--- src/rtl/link_status_summary_pkg.sv ---
package link_status_summary_pkg;
   // Register word offsets (index); byte address is four times the index
   localparam logic [7:0]  IDX_LINK_STATUS_SUMMARY    = 8'h11;
   localparam logic [7:0]  IDX_EVENT_INTERRUPT_ENABLE = 8'h12;
   localparam logic [7:0]  IDX_EVENT_STATUS           = 8'h13;
   localparam logic [7:0]  IDX_EVENT_IRQ_CONTROL      = 8'h14;
   localparam int          ADDR_W                     = 10;
   localparam int          REG_W                      = 16;
   localparam int          EVENT_N                    = 16;
   // Reset values
   localparam logic [15:0] RESET_STATUS_SUMMARY       = 16'h0000;
   localparam logic [15:0] RESET_IRQ_ENABLE           = 16'h0000;
   localparam logic [15:0] RESET_EVENT_STATUS         = 16'h0000;
   localparam logic        RESET_IRQ_POLARITY         = 1'b1;
   // Field positions in the link status summary
   localparam int          POS_SPEED                  = 14;
   localparam int          POS_FULL_DUPLEX            = 13;
   localparam int          POS_PAGE_RECEIVED          = 12;
   localparam int          POS_NEG_RESOLVED           = 11;
   localparam int          POS_LINK_UP                = 10;
   localparam int          POS_CD_CROSSED             = 9;
   localparam int          POS_AB_CROSSED             = 8;
   localparam int          POS_DOWNSHIFT              = 7;
   localparam int          POS_SLEEP                  = 6;
   localparam int          POS_CHAN_POLARITY          = 2;
   localparam int          POS_TEN_POLARITY           = 1;
   localparam int          POS_OVERLONG_TX            = 0;
   // Polarity bit inside the irq control register
   localparam int          POS_IRQ_POLARITY           = 13;
   // Speed codes
   localparam logic [1:0]  SPEED_10M                  = 2'h0;
   localparam logic [1:0]  SPEED_100M                 = 2'h1;
   localparam logic [1:0]  SPEED_1000M                = 2'h2;
   localparam logic [1:0]  SPEED_RESERVED             = 2'h3;
   // Read data returned one cycle after the request is seen
   localparam int          READ_LATENCY               = 1;
endpackage

--- src/rtl/event_latch.sv ---
`timescale 1ns/1ps
module event_latch #(
   parameter int N = 16
) (
   input  wire logic         clk,
   input  wire logic         rst,
   input  wire logic [N-1:0] event_pulse,
   input  wire logic         clear,
   output logic      [N-1:0] latched
);
   logic [N-1:0] latched_reg;
   logic [N-1:0] latched_next;

   // Elaboration guard; a latch with no bits has no meaning
   generate
      if (N < 1) begin : g_bad_width
         $error("event_latch: N must be positive");
      end
   endgenerate

   // Per bit, a new event beats a clear in the same cycle
   genvar i;
   generate
      for (i = 0; i < N; i = i + 1) begin : g_bit
         always_comb begin
            latched_next[i] = (clear ? 1'b0 : latched_reg[i]) | event_pulse[i];
         end
      end
   endgenerate

   always_ff @(posedge clk) begin
      if (rst) begin
         latched_reg <= '0;
      end else begin
         latched_reg <= latched_next;
      end
   end

   assign latched = latched_reg;
endmodule

--- src/rtl/link_status_summary_and_int_enable.sv ---
// The Avalon-MM interface to the registers was left to the implementer.
`timescale 1ns/1ps
// Functional notes
// [RULE1] Two-bit speed field: 10, 100, 1000 codes
// [RULE2] Full duplex bit reads one when full
// [RULE3] Page received latches high, clears on read
// [RULE4] Resolved bit: negotiation done or disabled
// [RULE5] Link up bit reports current link
// [RULE6] Crossover bits for C/D and A/B pairs
// [RULE7] Downshift masking bit during negotiation
// [RULE8] Sleep bit: one sleeping, zero active
// [RULE9] Gigabit channel polarity D,C,B,A reversed bits
// [RULE10] Ten-megabit polarity bit, one means normal
// [RULE11] Jabber bit reads one while present
// [RULE12] Interrupt only for enabled events
// [RULE13] Read-write enables, reset to zero
// [RULE14] Enables 15..8 map upper event sources
// [RULE15] Enables 7..0 map lower event sources
// [RULE16] Events latch regardless of enable
// [RULE17] Interrupt pin polarity bit, resets to one
// [RULE18] Interrupt while enabled latched event pending
module link_status_summary_and_int_enable
   import link_status_summary_pkg::*;
(
   input  wire logic                             SYS_CLK,
   input  wire logic                             RST,
   input  wire logic [link_status_summary_pkg::ADDR_W-1:0] AVS_ADDRESS,
   input  wire logic                             AVS_READ,
   input  wire logic                             AVS_WRITE,
   input  wire logic [31:0]                      AVS_WRITEDATA,
   input  wire logic [3:0]                       AVS_BYTEENABLE,
   output logic      [31:0]                      AVS_READDATA,
   output logic                                  AVS_WAITREQUEST,
   input  wire logic [1:0]                       LINK_SPEED,
   input  wire logic                             FULL_DUPLEX_FLAG,
   input  wire logic                             PAGE_RECEIVED_PULSE,
   input  wire logic                             NEGOTIATION_RESOLVED_FLAG,
   input  wire logic                             LINK_UP,
   input  wire logic                             PAIRS_CD_CROSSED,
   input  wire logic                             PAIRS_AB_CROSSED,
   input  wire logic                             DOWNSHIFT_MASKING_ACTIVE,
   input  wire logic                             SLEEPING,
   input  wire logic [3:0]                       CHANNEL_POLARITY_REVERSED,
   input  wire logic                             TEN_POLARITY_NORMAL,
   input  wire logic                             OVERLONG_TX_DETECTED,
   input  wire logic [link_status_summary_pkg::EVENT_N-1:0] EVENT_PULSES,
   output logic                                  IRQ_PIN
);
   import link_status_summary_pkg::*;

   logic [15:0] irq_enable_reg;
   logic [15:0] irq_enable_next;
   logic        irq_polarity_reg;
   logic        irq_polarity_next;
   logic [31:0] rdata_reg;
   logic [31:0] rdata_next;
   logic        ack_reg;
   logic        ack_next;
   logic        waitreq_reg;
   logic        waitreq_next;
   logic        irq_reg;
   logic        irq_next;
   logic [15:0] status_word;
   logic [15:0] event_status;
   logic        page_latched;
   logic        page_clear;
   logic        event_clear;
   logic        sel_read;
   logic        sel_write;
   logic [7:0]  word_idx;
   logic        addr_ok;

   // Word index; low two address bits are byte offset and are ignored
   assign word_idx = AVS_ADDRESS[ADDR_W-1:2];
   // A request is served in the cycle after it is seen, then the ack drops
   assign sel_read  = AVS_READ && !ack_reg;
   assign sel_write = AVS_WRITE && !ack_reg;
   assign addr_ok   = (word_idx >= IDX_LINK_STATUS_SUMMARY) &&
                      (word_idx <= IDX_EVENT_IRQ_CONTROL);

   // [RULE3] page received latch
   event_latch #(.N(1)) u_page_latch (
      .clk         (SYS_CLK),
      .rst         (RST),
      .event_pulse (PAGE_RECEIVED_PULSE),
      .clear       (page_clear),
      .latched     (page_latched)
   );
   // [RULE3] clear on a summary read
   assign page_clear = sel_read && (word_idx == IDX_LINK_STATUS_SUMMARY);

   // [RULE16] events latch whatever the enables say
   event_latch #(.N(EVENT_N)) u_event_latch (
      .clk         (SYS_CLK),
      .rst         (RST),
      .event_pulse (EVENT_PULSES),
      .clear       (event_clear),
      .latched     (event_status)
   );
   // Reading the event status clears it, a new event in that cycle survives
   assign event_clear = sel_read && (word_idx == IDX_EVENT_STATUS);

   // Assemble the read-only summary from live status and the latched page bit
   always_comb begin
      status_word = RESET_STATUS_SUMMARY;
      // [RULE1] speed field
      status_word[POS_SPEED +: 2] = LINK_SPEED;
      // [RULE2] duplex bit
      status_word[POS_FULL_DUPLEX] = FULL_DUPLEX_FLAG;
      // [RULE3] latched page bit
      status_word[POS_PAGE_RECEIVED] = page_latched;
      // [RULE4] resolution bit
      status_word[POS_NEG_RESOLVED] = NEGOTIATION_RESOLVED_FLAG;
      // [RULE5] link state
      status_word[POS_LINK_UP] = LINK_UP;
      // [RULE6] crossover bits
      status_word[POS_CD_CROSSED] = PAIRS_CD_CROSSED;
      status_word[POS_AB_CROSSED] = PAIRS_AB_CROSSED;
      // [RULE7] downshift masking
      status_word[POS_DOWNSHIFT] = DOWNSHIFT_MASKING_ACTIVE;
      // [RULE8] sleep state
      status_word[POS_SLEEP] = SLEEPING;
      // [RULE9] channel polarity
      status_word[POS_CHAN_POLARITY +: 4] = CHANNEL_POLARITY_REVERSED;
      // [RULE10] inverted-sense polarity passes as is
      status_word[POS_TEN_POLARITY] = TEN_POLARITY_NORMAL;
      // [RULE11] jabber bit
      status_word[POS_OVERLONG_TX] = OVERLONG_TX_DETECTED;
   end

   // Register writes honour byte lanes; read-only words ignore writes
   always_comb begin
      irq_enable_next   = irq_enable_reg;
      irq_polarity_next = irq_polarity_reg;
      if (sel_write) begin
         // [RULE13] enables are plain read-write
         if (word_idx == IDX_EVENT_INTERRUPT_ENABLE) begin
            if (AVS_BYTEENABLE[0]) begin
               irq_enable_next[7:0] = AVS_WRITEDATA[7:0];
            end
            if (AVS_BYTEENABLE[1]) begin
               irq_enable_next[15:8] = AVS_WRITEDATA[15:8];
            end
         end
         // [RULE17] polarity control
         if (word_idx == IDX_EVENT_IRQ_CONTROL && AVS_BYTEENABLE[1]) begin
            irq_polarity_next = AVS_WRITEDATA[POS_IRQ_POLARITY];
         end
      end
   end

   // Read mux; unmapped words read zero and still complete
   always_comb begin
      rdata_next = rdata_reg;
      ack_next   = (AVS_READ || AVS_WRITE) && !ack_reg;
      // Own flop so the bus sees no gate between register and pin
      waitreq_next = !ack_next;
      if (sel_read) begin
         rdata_next = 32'h0000_0000;
         if (addr_ok) begin
            unique case (word_idx)
               IDX_LINK_STATUS_SUMMARY:    rdata_next[15:0] = status_word;
               IDX_EVENT_INTERRUPT_ENABLE: rdata_next[15:0] = irq_enable_reg;
               IDX_EVENT_STATUS:           rdata_next[15:0] = event_status;
               IDX_EVENT_IRQ_CONTROL: begin
                  rdata_next[POS_IRQ_POLARITY] = irq_polarity_reg;
               end
               default:                    rdata_next = 32'h0000_0000;
            endcase
         end
      end
   end

   // Interrupt request and pin level
   always_comb begin
      // [RULE12] [RULE14] [RULE15] bit i of enable gates event i
      // [RULE18] request holds while any enabled event stays latched
      // [RULE17] pin inverted when polarity bit is one
      irq_next = (|(event_status & irq_enable_reg)) ^ irq_polarity_reg;
   end

   always_ff @(posedge SYS_CLK) begin
      if (RST) begin
         irq_enable_reg   <= RESET_IRQ_ENABLE;
         irq_polarity_reg <= RESET_IRQ_POLARITY;
         rdata_reg        <= 32'h0000_0000;
         ack_reg          <= 1'b0;
         waitreq_reg      <= 1'b1;
         irq_reg          <= RESET_IRQ_POLARITY;
      end else begin
         irq_enable_reg   <= irq_enable_next;
         irq_polarity_reg <= irq_polarity_next;
         rdata_reg        <= rdata_next;
         ack_reg          <= ack_next;
         waitreq_reg      <= waitreq_next;
         irq_reg          <= irq_next;
      end
   end

   // Waitrequest is high unless an answer is ready; idle bus sees it high
   assign AVS_READDATA    = rdata_reg;
   assign AVS_WAITREQUEST = waitreq_reg;
   assign IRQ_PIN         = irq_reg;
endmodule

--- config.mk ---
export PLATFORM = sky130hd
export DESIGN_NAME = link_status_summary_and_int_enable
export DESIGN_NICKNAME = d
export VERILOG_FILES = /design/src/rtl/link_status_summary_pkg.sv /design/src/rtl/event_latch.sv /design/src/rtl/link_status_summary_and_int_enable.sv
export SDC_FILE = /design/constraint.sdc
export NUM_CORES = 1
export LEC_CHECK = 0
export BUFFER_PORTS_ARGS = -buffer_cell sky130_fd_sc_hd__buf_2
export CAP_MARGIN = 40
export CORE_AREA = 2 2 83 85
export CTS_CLUSTER_DIAMETER = 100
export CTS_CLUSTER_SIZE = 24
export DETAILED_ROUTE_END_ITERATION = 8
export DIE_AREA = 0 0 85 87
export PLACE_DENSITY = 0.66
export SYNTH_ARGS = -nofsm -noshare
export SYNTH_HDL_FRONTEND = slang
export SYNTH_SLANG_ARGS = --single-unit
export TNS_END_PERCENT = 50
--- constraint.sdc ---
create_clock -name SYS_CLK -period 2.8 [get_ports SYS_CLK]
set_input_delay 0.28 -clock SYS_CLK [delete_from_list [all_inputs] [get_ports SYS_CLK]]
set_output_delay 0.28 -clock SYS_CLK [all_outputs]
set_load 0.005 [all_outputs]
# ---- After elaboration in Yosys (flattened, before gate mapping)
# Cells that the tools add are included.
# W data, S select, Z words.
dict set report op_classes {
  magnitude_cmp 2
  eq_ne 4
  muxes 21
  n_bitwise 19
  n_reduce_logical 14
}
# operator count
set ops {}
lappend ops {{$pmux W13 S3} 1}
lappend ops {{$eq A8 B5 Y1 const B} 4}
lappend ops {{$mux W1} 17}
lappend ops {{$or A1 B1 Y1} 17}
lappend ops {{$and A16 B16 Y16} 1}
lappend ops {{$mux W16} 1}
lappend ops {{$reduce_or A16 Y1} 1}
lappend ops {{$ge A8 B5 Y1 const B} 1}
lappend ops {{$le A8 B5 Y1 const B} 1}
lappend ops {{$logic_and A1 B1 Y1} 7}
lappend ops {{$pmux W2 S3} 1}
lappend ops {{$reduce_and A3 Y1} 2}
lappend ops {{$pmux W1 S4} 1}
lappend ops {{$logic_not A1 Y1} 2}
lappend ops {{$reduce_and A2 Y1} 1}
lappend ops {{$logic_or A1 B1 Y1} 1}
lappend ops {{$xor A1 B1 Y1} 1}
dict set report totals {
  register_bits 69
  input_bits 82
  output_inout_bits 34
  wordCells 69
}

# ---- Logic depth before layout (Yosys ltp)
# Gate-level depths: netlist of the first run.
dict set report logic_depth {
  depth_word 5
  mapped_depth 6
  mapped_depth_nobuf 4
}

# ---- By module
# Synthesis of the first run repeated with hierarchy kept, for this count alone.
dict set report hier_totals {
  hier_cells 272
  area_unflattened_um2 2567.5
}
# module n_inst cells_per_inst area_per_inst_um2 seq_area_each_um2
set by_module_without_submodules {}
lappend by_module_without_submodules {link_status_summary_and_int_enable 1 201 1935.6 720.7}
lappend by_module_without_submodules {{event_latch (u_event_latch)} 1 67 593.1 320.3}
lappend by_module_without_submodules {{event_latch (u_page_latch)} 1 4 38.8 20.0}

# ---- Worst setup path before layout of the first run
# No wires, ideal clock.
dict set report synth_timing {
  kind {in2reg}
  start {input port AVS_ADDRESS[4] (netlist name)}
  end {register u_event_latch.latched_reg[15], in the netlist u_event_latch.latched[15]}
  arrival_ps 1328
  setup_slack_ps 1345
  path_stages 5
  n_path_buf 1
  cell_sequence {nor4b_2 nand4b_1 buf_2 a21oi_1 nor2_1}
}
dict set report synth_between {
  elab_chain_cells 4
}
# element line
set synth_rtl {}
lappend synth_rtl {{start: declaration} link_status_summary_and_int_enable.sv:27} ;# input wire logic [link_status_summary_pkg::ADDR_W-1:0] AVS_ADDRESS,
lappend synth_rtl {{$eq A8 B5 Y1} link_status_summary_and_int_enable.sv:101} ;# assign event_clear = sel_read && (word_idx == IDX_EVENT_STATUS);
lappend synth_rtl {{$logic_and A1 B1 Y1} link_status_summary_and_int_enable.sv:101}
lappend synth_rtl {{$mux W1} event_latch.sv:26} ;# latched_next[i] = (clear ? 1'b0 : latched_reg[i]) | event_pulse[i];
lappend synth_rtl {{$or A1 B1 Y1} event_latch.sv:26}
lappend synth_rtl {{end signal: assignment} event_latch.sv:35} ;# latched_reg <= latched_next;
lappend synth_rtl {{end: declaration} event_latch.sv:11} ;# logic [N-1:0] latched_reg;
# No other way between the ends.
# A chain may end at the register's enable or synchronous reset.

# ---- Worst setup path in the final report of the first run
dict set report layout_timing {
  start {register ack_reg}
  end {register u_event_latch.latched_reg[9], in the netlist u_event_latch.latched[9]}
}
dict set report layout_between {
  elab_chain_cells 5
}
# element line
set layout_rtl {}
lappend layout_rtl {{start: declaration} link_status_summary_and_int_enable.sv:57} ;# logic ack_reg;
lappend layout_rtl {{start signal: assignment} link_status_summary_and_int_enable.sv:194} ;# ack_reg <= ack_next;
lappend layout_rtl {{$logic_not A1 Y1} link_status_summary_and_int_enable.sv:76} ;# assign sel_read = AVS_READ && !ack_reg;
lappend layout_rtl {{$logic_and A1 B1 Y1} link_status_summary_and_int_enable.sv:76}
lappend layout_rtl {{$logic_and A1 B1 Y1} link_status_summary_and_int_enable.sv:101}
lappend layout_rtl {{$mux W1} event_latch.sv:26}
lappend layout_rtl {{$or A1 B1 Y1} event_latch.sv:26}
# No other way between the ends.

==> results.json, run 1 <==
{
  "status": "finished clean",
  "drc": 0,
  "clock_latency_ps": 310,
  "max_slew.worst_pin.slew_ps": 753,
  "synthFlopType": "dfxtp_1",
  "grt_max_degree": 42,
  "startpoint_type": "flop",
  "hold_depth": 3,
  "path_max_fanout": 9,
  "die-area_um2": 7400,
  "finalHoldViolations": 0,
  "synth_area_per_cell_um2": 9.42,
  "dr.pass1.iters": 4,
  "cap_viol_max_count": 0,
  "synth-edff-count": 0,
  "synth_async_sr_flop_share": 0,
  "finalCritPeriodShare": 0.606,
  "setup_violations": 0,
  "critPathArrivalTime_ps": 1870,
  "fin_hold_ws_ps": 171,
  "crit_type": "reg2reg",
  "grt_pass1_wl_um": 9480,
  "yosysTopAreaCell": "dfxtp_1",
  "grtUsageTotal": 0.164,
  "period_minus_slack_ps": 1700,
  "cts.path.max_buffers": 2,
  "drtAntennaViolNets": 0,
  "max-vdd-ir-drop_v": 0.000210,
  "num_vias": 2040,
  "place_congestion": 0.785,
  "slew_viol_final": 0,
  "required_ps": 2970,
  "ys_warn_count": 0,
  "cts_resized": 0,
  "clkTransAtPathRegs_ps": 100,
  "slew-limit-headroom": 0.498,
  "core_area_um2": 6570,
  "yosysSeqAreaShare": 0.452,
  "cts_made_buffers": 5,
  "area_growth_syn_to_layout_pct": 20.4,
  "ios": 116,
  "initial_core_util": 0.357,
  "synth_area_leaders": "dfxtp_1 (45%), mux2i_1 (7.7%), mux2_2 (7.7%), nor2_1 (6.2%), a22oi_1 (5.1%)",
  "clock.fmax_mhz": 590,
  "grt_pass1_vias": 1873,
  "die_w_um": 85,
  "drive_gt1_frac": 0.345,
  "synth_most_common_cell": "dfxtp_1",
  "p_leak_nw": 1.35,
  "postCtsSetupBuffers": 0,
  "synth-seq-cells": 53,
  "synthTopCellsByCount": "dfxtp_1 (53), nor2_1 (39), mux2i_1 (18)",
  "synth.top_cell.area_share": 0.452,
  "rsz0062_at_grt": "no",
  "endpoint_kind": "flop",
  "first_iter_violations": 152,
  "finalSetupTns_ps": 0,
  "nets": 406,
  "antenna_found_initial": 0,
  "power.density_nw_per_um2": 487,
  "hold_buffers": 0,
  "antenna-diode-count": 0,
  "h-tree-depth": 2,
  "synth.distinct_cells": 33,
  "hpwlAfterDp_um": 4330,
  "wl_per_cell_um": 15.1,
  "clock-sinks": 53,
  "vias_per_cell": 5.04,
  "row_count": 30,
  "synthCells": 249,
  "hp-class": "in2reg",
  "portBuffers": 79,
  "cts_tree": "yes",
  "clockRootBuffer": "clkbuf_8",
  "syn-cell-area_um2": 2350,
  "fp.dieH_um": 87,
  "wl_um": 6100,
  "finClkSkew_ps": 5.13,
  "gr-total-overflow": 0,
  "ff2ff_path_depth": 5
}
## placed cells by master, fill, tap and decap left out
master / instances
buf_2: 79
dfxtp_1: 53
nor2_1: 39
mux2i_1: 18
nand2_1: 17
a21oi_1: 16
mux2_2: 16
a22oi_1: 16
conb_1: 16
o21ai_1: 9
o21ai_0: 6
clkbuf_8: 5
a22o_1: 4
a221oi_1: 4
buf_4: 3
nand4b_1: 2
nor2b_1: 2
and3b_1: 2
nand4_2: 2
clkinvlp_4: 2
and2b_1: 1
nor4b_2: 1
nor4_2: 1
and4_2: 1
inv_1: 1
nand4_1: 1
nor4b_1: 1
nor3_1: 1
or3_4: 1
nor3b_1: 1
a31oi_1: 1
o31ai_1: 1
o21ai_2: 1
clkbuf_1: 1
## cell type report
cell class | instances | area (um^2)
Tap cell | 80 | 100
Fill cell | 673 | 3740
Multi-Input combinational cell | 181 | 1150
Clock buffer | 6 | 72.6
Timing Repair Buffer | 82 | 418
Sequential cell | 53 | 1060
Inverter | 1 | 3.75
Clock inverter | 2 | 15.0
## path summary, 6_finish.rpt
| check | start | slack (ps) | to |
|---|---|---|---|
| hold / removal | EVENT_PULSES[14] | 170 | u_event_latch.latched[14]$_SDFF_PP0_ |
| hold reg to reg | AVS_READDATA[6]$_SDFFE_PP0N_ | 450 | AVS_READDATA[6]$_SDFFE_PP0N_ |
| setup / recovery | ack_reg$_SDFF_PP0_ | 1100 | u_event_latch.latched[9]$_SDFF_PP0_ |
| setup reg to reg | ack_reg$_SDFF_PP0_ | 1100 | u_event_latch.latched[9]$_SDFF_PP0_ |
## worst max-delay path: stages, from the launching register on
cell and delay, ps:
dfxtp_1 340, and2b_1 280, nand4b_1 400, buf_4 340
a21oi_1 150, nor2_1 50
## cell families after synthesis
logic type | count (synthesis) | share of synthesized area
compound gates | 58 | 0.157
other cells | 1 | 0.00160
flops | 53 | 0.452
mux | 34 | 0.154
simple gates | 73 | 0.156
buf+inv | 30 | 0.0795
## layer usage
metal	track usage	routed length [um]
met1	0.219	2810
met3	0.0408	413
met2	0.266	2790
met4	0.0447	82
met5	0	0
## metrics by stage
step                      power, mW  instance area [um^2]  instances  worst slack, ps  utilization
final                          1.38                  2830        405             1100        0.430
after global routing           1.43                  2830        405              939        0.430
after CTS                      1.39                  2830        405             1070        0.430
after detailed placement      0.954                  2740        397              809        0.417
after global placement        0.952                  2740        397              838        0.417
after floorplan               0.900                  2400        264             1340            -
## power by group
group          leakage (nW)  switching, mW  internal, mW
clock                0.0374          0.263         0.177
sequential            0.433         0.0146         0.774
combinational         0.881         0.0766        0.0715
total                  1.35          0.354          1.02
Note: power is estimated with default switching activity, not from simulation.
==> run 2, diff against run 1 <==
Clock period 2.8 ns to 1.8 ns, I/O delays scaled along.
==> run 2 against run 1 <==
Final area is 2.2% higher. Worst hold slack got worse by 98 ps. Non-clock buffer count increased by 5. Critical endpoint is now AVS_READDATA[4]$_SDFFE_PP0N_. Clock power increased by 83%. Sequential share of layout area is 0.80 points lower. Final cell count increased by 1.2%. Clock skew increased by 1.2 ps. Worst setup slack got worse by 880 ps.
==> results.json, run 2 (synthesis gave the netlist of run 1 again) <==
{
  "status": "finished clean",
  "h-tree-depth": 2,
  "rr_startpoint": "ack_reg$_SDFF_PP0_",
  "clock.fmax_mhz": 633,
  "cts_tree": "yes",
  "cts_resized": 0,
  "mostFrequentLayoutCells": "buf_2 (79), dfxtp_1 (53), nor2_1 (39), mux2i_1 (18), nand2_1 (17)",
  "place_congestion": 0.786,
  "die_w_um": 85,
  "clock-sinks": 53,
  "min-delay-start": "EVENT_PULSES[10]",
  "drive_gt1_frac": 0.355,
  "clock_power_share": 0.356,
  "slew_viol_final": 0,
  "initial_core_util": 0.357,
  "clock_latency_ps": 300,
  "fp.dieH_um": 87,
  "wl_um": 6130,
  "hold_end": "u_event_latch.latched[10]$_SDFF_PP0_",
  "required_ps": 2030,
  "final_util": 0.439,
  "die-area_um2": 7400,
  "hp-class": "in2reg",
  "portBuffers": 79,
  "hpwlAfterDp_um": 4470,
  "antenna-diode-count": 0,
  "p_int_mw": 1.74,
  "clockRootBuffer": "clkbuf_8",
  "switching_share": 0.234,
  "finalHoldViolations": 0,
  "grt_pass1_wl_um": 9580,
  "combPwrFrac": 0.104,
  "num_vias": 2038,
  "critPathArrivalTime_ps": 1810,
  "fin_hold_ws_ps": 72.9,
  "cts.path.max_buffers": 2,
  "nFillCells": 665,
  "r2r-end": "AVS_READDATA[4]$_SDFFE_PP0N_",
  "ios": 116,
  "multi_input_area_um2": 1150,
  "power.density_nw_per_um2": 786,
  "startpoint_type": "flop",
  "grtUsageTotal": 0.168,
  "rsz0062_at_grt": "no",
  "finalSetupTns_ps": 0,
  "hold_buffers": 0,
  "postCtsSetupBuffers": 0,
  "max-vdd-ir-drop_v": 0.000295,
  "cts_made_buffers": 5,
  "gr-total-overflow": 0,
  "crit_type": "reg2reg",
  "seqPwrFrac": 0.541,
  "drtAntennaViolNets": 0,
  "path_max_fanout": 15,
  "finClkSkew_ps": 6.37,
  "first_iter_violations": 90,
  "area_growth_syn_to_layout_pct": 23.0,
  "antenna_found_initial": 0,
  "core_area_um2": 6570,
  "grt_max_degree": 23,
  "hold_depth": 3,
  "finalCritPeriodShare": 0.878,
  "period_minus_slack_ps": 1580,
  "row_count": 30,
  "regArea_um2": 1060,
  "drc": 0,
  "final_common_cell": "buf_2",
  "endpoint_kind": "flop",
  "vias_per_cell": 4.97,
  "dr.pass1.iters": 4,
  "nets": 411,
  "p_leak_nw": 1.39,
  "grt_pass1_vias": 1958,
  "wl_per_cell_um": 14.9,
  "ff2ff_path_depth": 4,
  "switchingPower_uw": 531,
  "r2r_slack_ps": 220,
  "clkTransAtPathRegs_ps": 100,
  "cap_viol_max_count": 0,
  "setup_violations": 0
}
==> run 2: changes by cell type in the layout (fill, tap and decap cells not counted), sizes merged <==
cell      change
buf           +5
clkinvlp      -2
clkinv        +1
bufinv        +1
==> run 2: routing by layer <==
layer  routed length [um]  vias up  GRT usage
met2                 2790       72      0.273
met5                    0        -          0
met4                   97        0     0.0505
met1                 2790      938      0.217
li1                     -     1019          -
met3                  446        9     0.0483
==> run 2: critical path: stages (launching register included) <==
cell and delay (ps):
dfxtp_1 340, and2b_1 280, nand4b_1 190, or3_4 510, o21ai_0 190
==> run 2: final cells by class <==
| type | count | share of cell area |
|---|---|---|
| flip-flops and latches | 53 | 0.368 |
| well taps | 80 | 0.0347 |
| multi-input cells | 181 | 0.400 |
| clock buffers | 6 | 0.0251 |
| clock inverters | 2 | 0.0134 |
| repair buffers | 87 | 0.158 |
| inverters | 1 | 0.00130 |
==> run 2: power by group through the flow <==
stage,combinational (mW),sequential [mW],clock (mW)
after CTS,0.237,1.23,0.830
after global placement,0.233,1.25,0
after detailed placement,0.236,1.25,0
after global routing,0.263,1.23,0.878
final,0.235,1.23,0.807
after floorplan,0.154,1.25,0
==> run 2: worst max-delay path by stage <==
| stage | from | to | slack, ps | cells after the start |
|---|---|---|---|---|
| detailed placement | AVS_ADDRESS[7] | AVS_READDATA[3]$_SDFFE_PP0N_ | 210 | 5 |
| global route | ack_reg$_SDFF_PP0_ | AVS_READDATA[2]$_SDFFE_PP0N_ | 70 | 4 |
| finish | ack_reg$_SDFF_PP0_ | AVS_READDATA[4]$_SDFFE_PP0N_ | 220 | 4 |
| global placement | ack_reg$_SDFF_PP0_ | AVS_READDATA[1]$_SDFFE_PP0N_ | 250 | 4 |
| floorplan | ack_reg$_SDFF_PP0_ | AVS_READDATA[10]$_SDFFE_PP0N_ | 390 | 5 |
| CTS | ack_reg$_SDFF_PP0_ | AVS_READDATA[4]$_SDFFE_PP0N_ | 180 | 4 |
==> run 2: stage by stage <==
stage               worst slack [ps]  power [mW]  instances  area (um^2)
floorplan                        391        1.40        264         2400
detailed placement               210        1.49        402         2780
global placement                 248        1.48        402         2780
finish                           220        2.27        410         2890
CTS                              179        2.29        410         2890
global route                    67.0        2.37        410         2890
